==> config.mk <==
export PLATFORM = sky130hd
export DESIGN_NAME = nvc_ctrl
export DESIGN_NICKNAME = d
export VERILOG_FILES = /design/src/logic/nvc_pkg.sv /design/src/logic/nvc_ctrl.sv
export SDC_FILE = /design/constraint.sdc
export NUM_CORES = 1
export LEC_CHECK = 0
export BUFFER_PORTS_ARGS = -buffer_cell sky130_fd_sc_hd__clkbuf_2
export CORE_UTILIZATION = 30
export CTS_CLUSTER_SIZE = 14
export DETAILED_ROUTE_END_ITERATION = 12
export GPL_TIMING_DRIVEN = 0
export SKIP_LAST_GASP = 1
export SLEW_MARGIN = 0
export SYNTH_ARGS = -nofsm -noshare
export SYNTH_HDL_FRONTEND = slang
export SYNTH_SLANG_ARGS = --single-unit
==> constraint.sdc <==
create_clock -name core_clk -period 4.5 [get_ports core_clk]
set_clock_uncertainty 0.1 [all_clocks]
set_input_delay 1.35 -clock core_clk [delete_from_list [all_inputs] [get_ports core_clk]]
set_output_delay 1.35 -clock core_clk [all_outputs]
set_load 0.02 [all_outputs]
==> src/logic/nvc_pkg.sv <==
package nvc_pkg;
  localparam int ADDR_W = 12;
  localparam int DATA_W = 32;
  localparam int TP_W = 22;
  localparam logic [ADDR_W-1:0] ADDR_CTRL = 12'h000;
  localparam logic [ADDR_W-1:0] ADDR_TPTR = 12'h004;
  // Control register field positions.
  localparam int B_PDSEL = 7;
  localparam int B_CFGSEL = 6;
  localparam int B_UNIMPL = 5;
  localparam int B_ROWERASE = 4;
  localparam int B_WERR = 3;
  localparam int B_WALLOW = 2;
  localparam int B_WRCMD = 1;
  localparam int B_RDCMD = 0;
  // Reset values.
  localparam logic [TP_W-1:0] TPTR_RST = 22'h000000;
  localparam logic [DATA_W-1:0] RDATA_ZERO = 32'h00000000;
  typedef enum logic [1:0] {
    TGT_EEPROM = 2'b00,
    TGT_FLASH  = 2'b01,
    TGT_CONFIG = 2'b10
  } nvc_target_t;
  typedef enum logic [0:0] {
    ST_IDLE = 1'b0,
    ST_BUSY = 1'b1
  } nvc_state_t;
endpackage

==> src/logic/nvc_ctrl.sv <==
// The register addresses and the APB interface to the registers were decided locally.
`timescale 1ns/1ps
// Behaviour
// - Config select one targets configuration registers.
// - Bit five always reads as zero.
// - Row erase set makes next write erase.
// - Hardware clears row erase after erase completes.
// - Row erase clear means write only.
// - Program/data select picks flash or EEPROM.
// - Error flag set on abort or improper write.
// - Abort leaves both select bits unchanged.
// - Write and erase only with write allow.
module nvc_ctrl (
  input  wire logic                       core_clk,
  input  wire logic                       rst,
  input  wire logic                       psel,
  input  wire logic                       penable,
  input  wire logic                       pwrite,
  input  wire logic [nvc_pkg::ADDR_W-1:0] paddr,
  input  wire logic [nvc_pkg::DATA_W-1:0] pwdata,
  output logic      [nvc_pkg::DATA_W-1:0] prdata,
  output logic                            pready,
  output logic                            pslverr,
  output logic      [nvc_pkg::TP_W-1:0]   tablePointer,
  output nvc_pkg::nvc_target_t            memTarget,
  output logic                            opStart,
  output logic                            opErase,
  output logic                            rdStart,
  output logic                            opBusy,
  input  wire logic                       opDone,
  input  wire logic                       opAbort
);

  logic                     pdSel_q,     pdSel_d;
  logic                     cfgSel_q,    cfgSel_d;
  logic                     rowErase_q,  rowErase_d;
  logic                     werr_q,      werr_d;
  logic                     wAllow_q,    wAllow_d;
  logic [nvc_pkg::TP_W-1:0] tptr_q,      tptr_d;
  logic                     start_q,     start_d;
  logic                     erase_q,     erase_d;
  logic                     rd_q,        rd_d;
  logic [nvc_pkg::DATA_W-1:0] rdata_q,   rdata_d;
  logic                     err_q,       err_d;
  nvc_pkg::nvc_state_t      state_q,     state_d;

  logic wrCtrl;
  logic wrTptr;
  logic mapped;
  logic nextAllow;
  logic nextErase;

  function automatic logic is_mapped(input logic [nvc_pkg::ADDR_W-1:0] a);
    is_mapped = (a == nvc_pkg::ADDR_CTRL) || (a == nvc_pkg::ADDR_TPTR);
  endfunction

  function automatic logic [nvc_pkg::DATA_W-1:0] ctrl_word(
    input logic pd, input logic cfg, input logic re, input logic we,
    input logic wa, input logic busy);
    logic [nvc_pkg::DATA_W-1:0] w;
    w = nvc_pkg::RDATA_ZERO;
    w[nvc_pkg::B_PDSEL]    = pd;
    w[nvc_pkg::B_CFGSEL]   = cfg;
    w[nvc_pkg::B_ROWERASE] = re;
    w[nvc_pkg::B_WERR]     = we;
    w[nvc_pkg::B_WALLOW]   = wa;
    w[nvc_pkg::B_WRCMD]    = busy;
    // The unimplemented position keeps the zero from the cleared word.
    ctrl_word = w;
    return w;
  endfunction

  // Zero wait states: every access completes in its first access cycle.
  assign pready  = penable;
  assign pslverr = err_q & penable;
  assign prdata  = rdata_q;
  assign tablePointer = tptr_q;
  assign opStart = start_q;
  assign opErase = erase_q;
  assign rdStart = rd_q;
  assign opBusy  = (state_q == nvc_pkg::ST_BUSY);

  always_comb begin
    wrCtrl = psel & penable & pwrite & (paddr == nvc_pkg::ADDR_CTRL);
    wrTptr = psel & penable & pwrite & (paddr == nvc_pkg::ADDR_TPTR);
    mapped = is_mapped(paddr);
    nextAllow = wrCtrl ? pwdata[nvc_pkg::B_WALLOW] : wAllow_q;
    nextErase = wrCtrl ? pwdata[nvc_pkg::B_ROWERASE] : rowErase_q;
  end

  // Memory routing follows the two select bits.
  always_comb begin
    if (cfgSel_q) begin
      memTarget = nvc_pkg::TGT_CONFIG;
    end else if (pdSel_q) begin
      memTarget = nvc_pkg::TGT_FLASH;
    end else begin
      memTarget = nvc_pkg::TGT_EEPROM;
    end
  end

  // Register file and command sequencing.
  always_comb begin
    pdSel_d    = pdSel_q;
    cfgSel_d   = cfgSel_q;
    rowErase_d = rowErase_q;
    werr_d     = werr_q;
    wAllow_d   = wAllow_q;
    tptr_d     = tptr_q;
    start_d    = 1'b0;
    erase_d    = erase_q;
    rd_d       = 1'b0;
    state_d    = state_q;
    if (wrCtrl) begin
      // Bit five has no storage, so its written value is simply dropped.
      pdSel_d    = pwdata[nvc_pkg::B_PDSEL];
      cfgSel_d   = pwdata[nvc_pkg::B_CFGSEL];
      rowErase_d = pwdata[nvc_pkg::B_ROWERASE];
      wAllow_d   = pwdata[nvc_pkg::B_WALLOW];
      // Software may only clear the error flag.
      if (!pwdata[nvc_pkg::B_WERR]) begin
        werr_d = 1'b0;
      end
      if (pwdata[nvc_pkg::B_RDCMD] && state_q == nvc_pkg::ST_IDLE) begin
        rd_d = 1'b1;
      end
    end
    if (wrTptr) begin
      tptr_d = pwdata[nvc_pkg::TP_W-1:0];
    end
    case (state_q)
      nvc_pkg::ST_IDLE: begin
        if (wrCtrl && pwdata[nvc_pkg::B_WRCMD]) begin
          if (nextAllow) begin
            start_d = 1'b1;
            erase_d = nextErase;
            state_d = nvc_pkg::ST_BUSY;
          end else begin
            werr_d = 1'b1;
          end
        end
      end
      nvc_pkg::ST_BUSY: begin
        if (opAbort) begin
          // Selects stay as they were so software can trace the failure.
          werr_d  = 1'b1;
          state_d = nvc_pkg::ST_IDLE;
        end else if (opDone) begin
          werr_d  = 1'b0;
          state_d = nvc_pkg::ST_IDLE;
          if (erase_q && !wrCtrl) begin
            rowErase_d = 1'b0;
          end
        end
      end
      default: begin
        state_d = nvc_pkg::ST_IDLE;
      end
    endcase
  end

  // Read data and error answer are captured in the setup cycle.
  always_comb begin
    rdata_d = rdata_q;
    err_d   = 1'b0;
    if (psel && !penable) begin
      err_d = ~mapped;
      if (pwrite || !mapped) begin
        rdata_d = nvc_pkg::RDATA_ZERO;
      end else if (paddr == nvc_pkg::ADDR_CTRL) begin
        rdata_d = ctrl_word(pdSel_q, cfgSel_q, rowErase_q, werr_q,
                            wAllow_q, state_q == nvc_pkg::ST_BUSY);
      end else begin
        rdata_d = {{(nvc_pkg::DATA_W-nvc_pkg::TP_W){1'b0}}, tptr_q};
      end
    end
  end

  always_ff @(posedge core_clk) begin
    if (rst) begin
      pdSel_q    <= 1'b0;
      cfgSel_q   <= 1'b0;
      rowErase_q <= 1'b0;
      werr_q     <= 1'b0;
      wAllow_q   <= 1'b0;
      tptr_q     <= nvc_pkg::TPTR_RST;
      start_q    <= 1'b0;
      erase_q    <= 1'b0;
      rd_q       <= 1'b0;
      rdata_q    <= nvc_pkg::RDATA_ZERO;
      err_q      <= 1'b0;
      state_q    <= nvc_pkg::ST_IDLE;
    end else begin
      pdSel_q    <= pdSel_d;
      cfgSel_q   <= cfgSel_d;
      rowErase_q <= rowErase_d;
      werr_q     <= werr_d;
      wAllow_q   <= wAllow_d;
      tptr_q     <= tptr_d;
      start_q    <= start_d;
      erase_q    <= erase_d;
      rd_q       <= rd_d;
      rdata_q    <= rdata_d;
      err_q      <= err_d;
      state_q    <= state_d;
    end
  end
endmodule

==> qor.csv <==
metric,value,unit
vias in the first global route,1860,
total core area,0.00679,mm2
crit-path max cell delay,0.16,ns
Combinational Power Share,6.9,%
Area Overhead vs Synth,33.4,%
"critical path, cell by cell",clkbuf_2 -> and2_1 -> clkbuf_2,
placed inst area,0.00272,mm2
CTS H-tree depth,2,
drt pass-1 iters,4,
layout cell share with drive strength beyond 1,35.1,%
Post-CTS Setup Inserts,0,
Die Footprint,0.00738,mm2
routed vias/inst,4.49,
Cell variety after synth,35,
Least-Margin Pin Slew,0.527,ns
Post-Layout Inst Area,0.00282,mm2
initial antenna violation count,0,
Max VDD drop,128,uV
cts repair resizes,0,
Slew HR,64.8,%
Bufs on Longest Clock Path,2,
post-layout min period,3.26,ns
switching part of the total,23.3,%
Antenna diodes,0,
"delay-heaviest family, CP",buffers and inverters,
part of the power in registers,58.6,%
kind of start point of the critical path,input pin,
critical path class,input pin to output port,
crit-path max FO,7,
nature of the critical path endpoint,output port,
Seq cells post-synth,54,
Clock Sinks,54,
TritonCTS clock tree,yes,
Post-Route WL,5570,um
critical path arrival,1.81,ns
"Reg clk slew, reported paths",0.09,ns
Num CTS Buffers,5,
Final GP Congestion,0.742,
Final #Nets,395,
f_max,307,MHz
static leakage power,1.22,nW
max_cap viols,0,
dpl hpwl,4240,um
Post-synth EDFFs,0,
first-pass GRT wire length,8890,um
cell taking the most area after synthesis,dfxtp_1,
Tcrit/Tclk final,72.4,%
DRT antenna net count,0,
async set-reset flop share out of synthesis,0,%
Int Power,0.625,mW
Initial Util,31.1,%
Setup Viol. Count Final,0,
io pins,113,
iteration-0 DRC count of the detailed router,29,
switching pwr,0.190,mW
Finished Core Util,41.4,%
Buf/Inv on CP,2,
"Slew Viols, Final",0,
DR WL/cell,12.6,um
Critical Path Most Common Cell,clkbuf_2,
Slowest cell on crit path,clkbuf_2,
die width,85.9,um
# port buffers,91,
share of the synthesized area in the top cell type,51.2,%
RSZ-0062 raised after global routing,no,
Fill cells,716,
"Hold-fix buffers, CTS",0,
setup TNS,0,ns
DIE HEIGHT,85.9,um
Area contributors post-synth,"dfxtp_1 51%, nand2_1 9.1%, a21oi_1 7.1%, a22o_1 6.6%, buf_4 4.3%",
GRT Util Overall,15.5,%
Clock Tree Root,clkbuf_8,
status,"finished, final reports clean",
DRC viols,0,
Synth warnings,0,
"Avg Cell Area, Syn",8.91,um2
Clock power frac,34.5,%
total global routing overflow,0,
vias,1979,
PwrDens,290,mW/mm2
Synth Cell Area,0.00211,mm2
cell count after synthesis,237,
hold crit path type,flop to flop,
CP required,3.05,ns
sequential share of the synthesized area,51.2,%
final hold vios,0,
worst skew pair latency,0.30,ns
pin count of the biggest net entering global routing,17,
Post-synth top flop,dfxtp_1,
Site Rows,30,
[cells by family (layout without fill, tap and decap cells)]
kind of cell | Yosys count | after routing | share of synthesized area (%)
flops | 54 | 54 | 51.2
compound gates | 63 | 63 | 19.2
other cells | 1 | 10 | 0.178
simple gates | 83 | 83 | 20.0
buf+inv | 36 | 135 | 9.37
[cell usage in the layout, fill, tap and decap left out, types with 2 or more instances in the layout]
cell,synthesis,routed
nand2_2,2,2
nand4_1,2,2
a22o_1,16,16
nor4_1,3,3
and4_1,2,2
nor2_1,7,7
nor4b_1,3,3
or4_4,2,2
o21ai_1,6,6
buf_2,2,2
nor3_1,2,2
buf_6,2,2
clkbuf_8,0,6
buf_4,12,12
conb_1,1,10
clkbuf_1,9,9
inv_1,10,10
a22oi_1,6,6
a21oi_1,30,30
clkbuf_2,0,91
nand2_1,51,51
dfxtp_1,54,54
[synth_stat cells, types with 2 or more instances]
cell,n
nor3_1,2
a22o_1,16
buf_6,2
dfxtp_1,54
a21oi_1,30
and4_1,2
o21ai_1,6
or4_4,2
buf_2,2
nand2_2,2
nand2_1,51
buf_4,12
a22oi_1,6
nor4_1,3
nor2_1,7
nand4_1,2
inv_1,10
clkbuf_1,9
nor4b_1,3
[worst reg2reg max path: cells and delay by family, from the launching register on]
kind / cells / cell delay (ns)
buffers and inverters: 1 / 0.34
AND/OR/NAND/NOR: 1 / 0.25
AO/OA/AOI/OAI: 2 / 0.30
flip-flops: 1 / 0.33
[power groups by stage]
| stage | clock [mW] | sequential (mW) | combinational (mW) |
|---|---|---|---|
| floorplan | 0 | 0.489 | 0.0292 |
| global placement | 0 | 0.489 | 0.0564 |
| detailed placement | 0 | 0.489 | 0.0567 |
| CTS | 0.289 | 0.478 | 0.0569 |
| global route | 0.306 | 0.478 | 0.0624 |
| finish | 0.281 | 0.478 | 0.0565 |
[routing by layer]
metal | track usage (%) | up-vias | share of wire [%]
met5 | 0 | - | 0
met4 | 3.64 | 0 | 0.88
met3 | 3.95 | 5 | 5.3
met2 | 28.4 | 62 | 49
met1 | 18.0 | 899 | 45
li1 | - | 1013 | -
[through the flow]
step	power, mW	std cells	setup slack (ns)	hold slack, ns
finish	0.816	441	1.24	0.360
global route	0.846	441	1.22	0.384
CTS	0.823	441	1.24	0.361
detailed placement	0.546	433	1.22	0.348
global placement	0.545	433	1.24	0.343
floorplan	0.518	246	1.49	0.332
[state kept, by name, summed over array words and instances (netlist names)]
register and cells:
prdata 22, cfgSel_q 1, opErase 1, rdStart 1, opBusy 1, err_q 1, werr_q 1, wAllow_q 1
rowErase_q 1, opStart 1, pdSel_q 1, tablePointer 22
[final timing paths]
path	startpoint	endpoint	slack, ns	depth (start not counted)
max	penable	pslverr	1.24	3
min	wAllow_q	prdata[2]	0.36	2
max reg2reg	opBusy	werr_q	3.09	4
min reg2reg	wAllow_q	prdata[2]	0.36	2
[cell type report]
type	count	area [um2]	share of cell area [%]
multi-input cells	156	866	30.8
inverters	10	37.5	1.33
well taps	96	120	4.27
clock inverters	2	12.5	0.444
repair buffers	91	455	16.2
flip-flops and latches	54	1080	38.4
plain buffers	26	160	5.69
clock buffers	6	82.6	2.93
Power figures use the tool's default switching activity.
